==> src/ser_map.svh <==
`ifndef SER_MAP_SVH
`define SER_MAP_SVH
// ****************************************
// bit positions
// ****************************************
`define SER_QUES_OVLD 0
`define SER_QUES_TEMP 4
`define SER_QUES_UNLOCK 5
`define SER_QUES_MODOVL 7
`define SER_QUES_CAL 8
`define SER_QUES_EXTREF 9
`define SER_QUES_USED 16'h03B1
`define SER_ESR_OPC 0
`define SER_ESR_QYE 2
`define SER_ESR_DDE 3
`define SER_ESR_EXE 4
`define SER_ESR_CME 5
`define SER_ESR_PON 7
`define SER_ESR_USED 8'hBD
`define SER_STB_ERRQ 2
`define SER_STB_QUES 3
`define SER_STB_MAV 4
`define SER_STB_ESB 5
`define SER_STB_RQS 6
`define SER_STB_USED 8'h3C
// ****************************************
// reset values
// ****************************************
`define SER_ZERO16 16'h0000
`define SER_ZERO8 8'h00
`define SER_PSC_DEFAULT 1'b1
`endif

==> src/ser_pkg.sv <==
package ser_pkg;
	// ****************************************
	// command strobes, one per executed command
	// ****************************************
	typedef struct packed {
		logic clear_status;
		logic status_preset;
		logic ques_query;
		logic esr_query;
		logic stb_query;
		logic ques_en_write;
		logic esr_en_write;
		logic sre_write;
		logic psc_write;
		logic opc_cmd;
	} ser_cmd_t;
	typedef struct packed {
		logic query_error;
		logic device_error;
		logic exec_error;
		logic cmd_error;
	} ser_err_t;
	typedef enum logic [1:0] {
		SER_OPC_IDLE,
		SER_OPC_WAIT
	} ser_opc_state_t;
endpackage : ser_pkg

==> src/ser_event_latch.sv <==
`timescale 1ns/10ps
module ser_event_latch #(
	parameter int W = 8
) (
	input wire logic clk,
	input wire logic rst,
	input wire logic [W-1:0] cond,
	input wire logic [W-1:0] pulse,
	input wire logic [W-1:0] used,
	input wire logic clear,
	output logic [W-1:0] event_q
);
	logic [W-1:0] cond_prev;
	wire logic [W-1:0] rise = (cond & ~cond_prev) | pulse;
	// set beats clear so a same-cycle event survives
	wire logic [W-1:0] next_event = ((clear ? {W{1'b0}} : event_q) | rise) & used;
	always_ff @(posedge clk) begin
		if (rst) begin
			cond_prev <= '0;
			event_q <= '0;
		end else begin
			cond_prev <= cond;
			event_q <= next_event;
		end
	end
endmodule : ser_event_latch

==> src/ser_status_top.sv <==
`timescale 1ns/10ps
`include "ser_map.svh"
// What this block does
// - status query shows summary in bit six, poll shows request bit
// - query runs in order, never drops request
// - message-available holds until buffer empty
// - operation complete sets event bit zero
// - event summary is status bit five
// - enabled event bits feed group summaries
// - bit zero flags output voltage overload
// - bit four flags over temperature
// - bit five flags reference loop unlocked
// - bit seven flags modulation input overload
// - bit eight flags calibration problem
// - bit nine flags external timebase used
// - unused bits always read zero
// - questionable events cleared by clear, query
// - questionable mask cleared power-on, preset, zero
// - complete bit waits for all operations
// - bit two flags query error
// - bits three to five flag errors
// - bit seven flags power came up
// - standard events cleared by clear, query
// - event mask cleared per power-on setting
// - event bits latch until cleared
// - status byte holds four summary bits
// - rising summary raises request, poll clears
module ser_status_top (
	input wire logic CLK_SYS,
	input wire logic RST,
	input wire logic PWR_UP,
	input wire logic [15:0] QUES_COND,
	input wire ser_pkg::ser_cmd_t CMD,
	input wire ser_pkg::ser_err_t ERR,
	input wire logic [15:0] WR_DATA,
	input wire logic CMDS_DONE,
	input wire logic OVERLAP_BUSY,
	input wire logic MSG_PENDING,
	input wire logic ERRQ_NONEMPTY,
	input wire logic SERIAL_POLL,
	output logic SRQ,
	output logic [7:0] POLL_BYTE,
	output logic [7:0] STB_BYTE,
	output logic [15:0] QUES_COND_OUT,
	output logic [15:0] QUES_EVENT,
	output logic [15:0] QUES_ENABLE,
	output logic [7:0] ESR_EVENT,
	output logic [7:0] ESR_ENABLE,
	output logic [7:0] SRE_ENABLE,
	output logic PSC
);
	// ****************************************
	// pin synchronisers
	// ****************************************
	// condition pins are asynchronous to the sequencer
	logic [15:0] cond_s1;
	logic [15:0] cond_s2;
	logic [2:0] pin_s1;
	logic [2:0] pin_s2;
	always_ff @(posedge CLK_SYS) begin
		if (RST) begin
			cond_s1 <= '0;
			cond_s2 <= '0;
			pin_s1 <= '0;
			pin_s2 <= '0;
		end else begin
			cond_s1 <= QUES_COND;
			cond_s2 <= cond_s1;
			pin_s1 <= {MSG_PENDING, ERRQ_NONEMPTY, SERIAL_POLL};
			pin_s2 <= pin_s1;
		end
	end
	wire logic mav = pin_s2[2];
	wire logic errq = pin_s2[1];
	wire logic poll = pin_s2[0];

	function automatic logic any_enabled16(input logic [15:0] e, input logic [15:0] m);
		any_enabled16 = |(e & m);
	endfunction : any_enabled16

	// ****************************************
	// questionable group
	// ****************************************
	wire logic [15:0] ques_used = `SER_QUES_USED;
	wire logic [15:0] ques_cond_m = cond_s2 & ques_used;
	wire logic ques_clear = CMD.clear_status | CMD.ques_query;
	ser_event_latch #(.W(16)) u_ques (
		.clk(CLK_SYS),
		.rst(RST),
		.cond(ques_cond_m),
		.pulse(`SER_ZERO16),
		.used(ques_used),
		.clear(ques_clear),
		.event_q(QUES_EVENT)
	);
	logic [15:0] ques_en;
	// mask never survives power-on, whatever the power-on-clear setting
	wire logic [15:0] next_ques_en = CMD.status_preset ? `SER_ZERO16 :
		(CMD.ques_en_write ? (WR_DATA & ques_used) : ques_en);
	always_ff @(posedge CLK_SYS) begin
		if (RST) ques_en <= `SER_ZERO16;
		else ques_en <= next_ques_en;
	end

	// ****************************************
	// operation complete sequencer
	// ****************************************
	ser_pkg::ser_opc_state_t opc_state;
	ser_pkg::ser_opc_state_t next_opc_state;
	wire logic opc_idle = (opc_state == ser_pkg::SER_OPC_IDLE);
	wire logic opc_fire = !opc_idle && CMDS_DONE && !OVERLAP_BUSY;
	always_comb begin
		next_opc_state = opc_state;
		unique case (opc_state)
			ser_pkg::SER_OPC_IDLE: if (CMD.opc_cmd) next_opc_state = ser_pkg::SER_OPC_WAIT;
			ser_pkg::SER_OPC_WAIT: begin
				// clear status cancels a pending completion
				if (CMD.clear_status || opc_fire) next_opc_state = ser_pkg::SER_OPC_IDLE;
			end
			default: next_opc_state = ser_pkg::SER_OPC_IDLE;
		endcase
	end
	always_ff @(posedge CLK_SYS) begin
		if (RST) opc_state <= ser_pkg::SER_OPC_IDLE;
		else opc_state <= next_opc_state;
	end

	// ****************************************
	// standard event group
	// ****************************************
	logic pwr_seen;
	always_ff @(posedge CLK_SYS) begin
		if (RST) pwr_seen <= 1'b0;
		else pwr_seen <= 1'b1;
	end
	wire logic pon_pulse = !pwr_seen && PWR_UP;
	wire logic [7:0] esr_pulse = {
		pon_pulse, 1'b0, ERR.cmd_error, ERR.exec_error,
		ERR.device_error, ERR.query_error, 1'b0, opc_fire && !CMD.clear_status
	};
	wire logic esr_clear = CMD.clear_status | CMD.esr_query;
	ser_event_latch #(.W(8)) u_esr (
		.clk(CLK_SYS),
		.rst(RST),
		.cond(`SER_ZERO8),
		.pulse(esr_pulse),
		.used(`SER_ESR_USED),
		.clear(esr_clear),
		.event_q(ESR_EVENT)
	);
	// power-on-clear setting and the event and request enables are nonvolatile in spirit:
	// reset only clears those enables when the setting says so
	logic psc;
	logic [7:0] esr_en;
	logic [7:0] sre_en;
	logic init_done;
	always_ff @(posedge CLK_SYS) begin
		if (RST) begin
			init_done <= 1'b0;
		end else begin
			init_done <= 1'b1;
		end
	end
	always_ff @(posedge CLK_SYS) begin
		if (!init_done && !RST && psc) begin
			esr_en <= `SER_ZERO8;
			sre_en <= `SER_ZERO8;
		end else if (!RST) begin
			if (CMD.esr_en_write) esr_en <= WR_DATA[7:0] & `SER_ESR_USED;
			if (CMD.sre_write) sre_en <= WR_DATA[7:0] & `SER_STB_USED;
		end
	end
	always_ff @(posedge CLK_SYS) begin
		if (CMD.psc_write && !RST) psc <= WR_DATA[0];
		else if (psc !== 1'b0 && psc !== 1'b1) psc <= `SER_PSC_DEFAULT;
	end

	// ****************************************
	// status byte and service request
	// ****************************************
	wire logic ques_sum = any_enabled16(QUES_EVENT, ques_en);
	wire logic esr_sum = any_enabled16({8'h00, ESR_EVENT}, {8'h00, esr_en});
	wire logic [7:0] stb_low = {2'b00, esr_sum, mav, ques_sum, errq, 2'b00};
	wire logic mss = |(stb_low & sre_en);
	logic mss_prev;
	logic request_service_bit;
	// poll clears only the request bit; the query never touches it
	wire logic next_rqs = (mss && !mss_prev) ? 1'b1 : (poll ? 1'b0 : request_service_bit);
	always_ff @(posedge CLK_SYS) begin
		if (RST) begin
			mss_prev <= 1'b0;
			request_service_bit <= 1'b0;
			STB_BYTE <= `SER_ZERO8;
			POLL_BYTE <= `SER_ZERO8;
		end else begin
			mss_prev <= mss;
			request_service_bit <= next_rqs;
			// query byte captured when the command executes, in order
			if (CMD.stb_query) STB_BYTE <= stb_low | {1'b0, mss, 6'h00};
			POLL_BYTE <= stb_low | {1'b0, next_rqs, 6'h00};
		end
	end
	assign SRQ = request_service_bit;
	assign QUES_COND_OUT = ques_cond_m;
	assign QUES_ENABLE = ques_en;
	assign ESR_ENABLE = esr_en;
	assign SRE_ENABLE = sre_en;
	assign PSC = psc;

	// ****************************************
	// checks
	// ****************************************
	a_ques_unused_zero: assert property (@(posedge CLK_SYS) disable iff (RST)
		(QUES_EVENT & ~`SER_QUES_USED) == 16'h0000) else $error("unused questionable bit set");
	a_esr_unused_zero: assert property (@(posedge CLK_SYS) disable iff (RST)
		(ESR_EVENT & ~`SER_ESR_USED) == 8'h00) else $error("unused event bit set");
	a_ques_query_clear: assert property (@(posedge CLK_SYS) disable iff (RST)
		CMD.ques_query && $stable(cond_s2) && cond_s2 == $past(cond_s2) |=> QUES_EVENT == 16'h0000)
		else $error("questionable not cleared");
	a_esr_event_hold: assert property (@(posedge CLK_SYS) disable iff (RST)
		ESR_EVENT[`SER_ESR_CME] && !esr_clear |=> ESR_EVENT[`SER_ESR_CME])
		else $error("event bit lost");
	a_opc_bit_wait: assert property (@(posedge CLK_SYS) disable iff (RST)
		$rose(ESR_EVENT[`SER_ESR_OPC]) |-> $past(CMDS_DONE) && !$past(OVERLAP_BUSY))
		else $error("complete set early");
	a_srq_rise_mss: assert property (@(posedge CLK_SYS) disable iff (RST)
		mss && !mss_prev |=> SRQ && POLL_BYTE[`SER_STB_RQS]) else $error("request not raised");
	a_srq_poll_clear: assert property (@(posedge CLK_SYS) disable iff (RST)
		poll && !(mss && !mss_prev) |=> !SRQ) else $error("poll did not clear request");
	a_stb_query_mss: assert property (@(posedge CLK_SYS) disable iff (RST)
		CMD.stb_query |=> STB_BYTE[`SER_STB_RQS] == $past(mss)) else $error("query summary wrong");
	a_query_keeps_srq: assert property (@(posedge CLK_SYS) disable iff (RST)
		SRQ && CMD.stb_query && !poll |=> SRQ) else $error("query dropped request");
	a_ques_en_preset: assert property (@(posedge CLK_SYS) disable iff (RST)
		CMD.status_preset |=> QUES_ENABLE == 16'h0000) else $error("preset left mask");
	a_esb_summary: assert property (@(posedge CLK_SYS) disable iff (RST)
		CMD.stb_query |=> STB_BYTE[`SER_STB_ESB] == $past(esr_sum))
		else $error("event summary wrong");
	a_stb_unused_zero: assert property (@(posedge CLK_SYS) disable iff (RST)
		(STB_BYTE & ~(`SER_STB_USED | 8'h40)) == 8'h00) else $error("unused status bit set");
	a_stb_query_mav: assert property (@(posedge CLK_SYS) disable iff (RST)
		CMD.stb_query |=> STB_BYTE[`SER_STB_MAV] == $past(mav)) else $error("message bit wrong");
	a_query_error_set: assert property (@(posedge CLK_SYS) disable iff (RST)
		ERR.query_error |=> ESR_EVENT[`SER_ESR_QYE]) else $error("query error not latched");
endmodule : ser_status_top

==> config.mk <==
export PLATFORM = sky130hd
export DESIGN_NAME = ser_status_top
export DESIGN_NICKNAME = d
export VERILOG_FILES = /design/src/ser_pkg.sv /design/src/ser_event_latch.sv /design/src/ser_status_top.sv
export VERILOG_INCLUDE_DIRS = /design/src
export SDC_FILE = /design/constraint.sdc
export NUM_CORES = 1
export LEC_CHECK = 0
export BUFFER_PORTS_ARGS = -buffer_cell sky130_fd_sc_hd__buf_2
export CAP_MARGIN = 0
export CORE_ASPECT_RATIO = 1.25
export CORE_MARGIN = 2
export CORE_UTILIZATION = 43
export DETAILED_ROUTE_END_ITERATION = 10
export GPL_TIMING_DRIVEN = 0
export PLACE_DENSITY = 0.78
export SLEW_MARGIN = 20
export SYNTH_ARGS = -nofsm -noshare
export SYNTH_HDL_FRONTEND = slang
export SYNTH_SLANG_ARGS = --single-unit
==> constraint.sdc <==
create_clock -name CLK_SYS -period 1.93 [get_ports CLK_SYS]
set_clock_uncertainty 0.15 [all_clocks]
set_input_delay 0.386 -clock CLK_SYS [delete_from_list [all_inputs] [get_ports CLK_SYS]]
set_output_delay 0.386 -clock CLK_SYS [all_outputs]
set_load 0.005 [all_outputs]
==> key figures <==
Run status
  – Outcome: complete, no violations

Yosys
  – Seq/Total Area, Yosys: 51.9%
  – Ys async rst share: 0%
  – Post-synth EDFFs: 1
  – Most frequent cell after synthesis: dfxtp_1
  – Cell area after synthesis: 2560 um^2
  – Post-Syn Instances: 257
  – Unique masters post-synth: 28
  – Area contributors post-synth: dfxtp_1, buf_4, nor2b_1
  – Post-synth top cells: dfxtp_1, buf_4, nor2_1
  – Seq cells post-synth: 66
  – Most used DFF post-synth: dfxtp_1
  – Cell taking the most area after synthesis: dfxtp_1
  – Synth top area share: 50.7%
  – Syn Area/Cell: 9.98 um^2
  – Synth Warn #: 0

Timing
  – Unrepaired setup endpoints after global routing: no
  – Final hold violation count: 0
  – Final hold slack: 109 ps
  – Period utilisation layout: 78.8%
  – Setup TNS: 0 ps
  – Fmax: 658 MHz
  – Slew HR: 60.4%
  – Setup-failing EPs final: 0
  – Crit path time final: 1520 ps
  – Setup WS post-layout: 409 ps
  – Worst Max-Slew Pin Slew: 591 ps
  – Fin. max-slew vios: 0

Final layout
  – Non-Filler Instances: 460
  – Share of cells above drive strength 1: 37.3%
  – Finished layout cell area: 3420 um^2
  – Nets: 443
  – Synth-to-layout area growth: 33.2%
  – Diodes inserted: 0
  – Layout Utilization: 59.1%
  – Layout fillers: 520

Global route
  – Initial antenna violation count: 0
  – GRT Total Usage: 16.8%
  – Pin count of the biggest net entering global routing: 12
  – Grt ovf: 0
  – Vias in the first global route: 1820
  – Global-route wire length before repair: 8450 um

Floorplanning
  – Die Span Y: 90.4 um
  – Core Rows: 31
  – Num ports: 144
  – Die width: 73.1 um
  – Core area: 5780 um^2
  – Area of the die: 6600 um^2
  – Starting Density: 44.4%

Power and ir drop
  – Total power: 3.15 mW
  – Max rail drop VDD: 488 uV
  – P per Cell Area: 922 nW/um^2
  – Pleak: 1.81 nW

Critical path
  – Crit path DAT: 1560 ps
  – Worst setup SP type: register
  – Worst setup path category: register to register
  – Worst Path Required: 1970 ps
  – Crit-path cells: a22o_1, o41ai_2, a311oi_1
  – Crit Path Max Fanout: 3
  – Slowest-stage cell, CP: o41ai_2
  – Slowest stage delay, CP: 480 ps
  – Setup crit end kind: register

Route
  – Vias per cell: 4.30
  – DRT antenna net count: 0
  – Drc violations: 0
  – Drt pass-1 iters: 4
  – DR iter-0 viols: 45
  – DR WL/cell: 11.9 um
  – Vias: 1980
  – Drt total wl: 5490 um

Clock tree
  – PostCTS Resize Cnt: 0
  – Maximum root-to-sink buffer count: 2
  – Clock Sinks: 66
  – Worst skew pair latency: 330 ps
  – Root Driver: clkbuf_8
  – Clock Pin Slew Worst Setup and Hold Paths: 70 ps
  – Post-CTS setup buffers: 0
  – Hold buffer count at CTS: 0
  – H-tree Lvls: 3
  – CTS buffer count: 9
  – CTS tree: built

Place
  – Buffers on Ports: 78
  – Detailed placement HPWL: 4270 um
  – Setup slack at placement: 395 ps
  – Routability Congestion: 0.770
  – Dpl cells: 444
  – Dpl cell area: 3200 um^2

Worst hold path
  – Hold WC Path Type: input pin to register

Flow run
  – Maxcap violations: 0
-- final timing paths --
kind,startpoint,to,slack (ps),cells past startpoint
setup / recovery,u_ques.event_q[5],STB_BYTE[6],410,3
hold / removal,QUES_COND[8],cond_s1[8],110,2
setup reg to reg,u_ques.event_q[5],STB_BYTE[6],410,3
hold reg to reg,cond_s1[5],cond_s2[5],280,1
-- layout by cell type, fill, tap and decap left out, types with 6 or more instances in the layout --
| cell type | netlist | final |
|---|---|---|
| a22o_1 | 6 | 6 |
| dfxtp_1 | 65 | 65 |
| a21oi_1 | 12 | 12 |
| mux2i_1 | 18 | 18 |
| nor2b_1 | 36 | 36 |
| nor2_1 | 37 | 37 |
| clkbuf_8 | 0 | 10 |
| buf_4 | 45 | 45 |
| conb_1 | 1 | 44 |
| buf_2 | 5 | 83 |
-- layout make-up --
type	count	area, um^2	share of cell area (%)
Clock buffer	10	138	4.03
Buffer	56	385	11.3
Sequential cell	66	1330	39.0
Multi-Input combinational cell	174	995	29.1
Tap cell	66	82.6	2.42
Clock inverter	6	80.1	2.34
Inverter	4	15.0	0.439
Timing Repair Buffer	78	390	11.4
-- power by group --
| group | switching, mW | total (mW) | internal [mW] |
|---|---|---|---|
| Combinational | 0.171 | 0.379 | 0.209 |
| Clock | 0.506 | 1.26 | 0.753 |
| Sequential | 0.0571 | 1.51 | 1.45 |
-- per-layer routing --
| layer | vias to the layer above | global-route usage, % | wire, um |
|---|---|---|---|
| li1 | 1017 | - | - |
| met1 | 876 | 17.4 | 2170 |
| met2 | 79 | 29.4 | 2790 |
| met3 | 8 | 6.58 | 464 |
| met4 | 0 | 6.48 | 68 |
| met5 | - | 0 | 0 |
-- logic make-up (layout without fill, tap and decap cells) --
| kind of cell | count (synthesis) | count (layout) | share of synthesized area (%) |
|---|---|---|---|
| and+or+nand+nor | 83 | 83 | 16.7 |
| other | 1 | 44 | 0.146 |
| AOI/OAI and AO/OA | 29 | 29 | 8.59 |
| muxes | 18 | 18 | 7.02 |
| buffers and inverters | 60 | 154 | 15.6 |
| DFF | 66 | 66 | 51.9 |
-- registers in the layout, indices dropped and copies added (netlist names) --
| register | count |
|---|---|
| ESR_ENABLE | 6 |
| u_esr.event_q | 6 |
| STB_BYTE | 5 |
| pin_s2 | 3 |
| pin_s1 | 3 |
| cond_s1 | 6 |
| cond_s2 | 6 |
| QUES_ENABLE | 6 |
| mss_prev | 1 |
| u_ques.cond_prev | 6 |
| SRE_ENABLE | 4 |
| u_ques.event_q | 6 |
| PSC | 1 |
| POLL_BYTE | 4 |
| SRQ | 1 |
| opc_state | 1 |
| init_done | 1 |
-- critical path: cells and delay by family, from the launching register on --
kind           cells  cell delay, ps
AO/OA/AOI/OAI      3             910
flip-flops         1             330
Note: power is estimated with default switching activity, not from simulation.
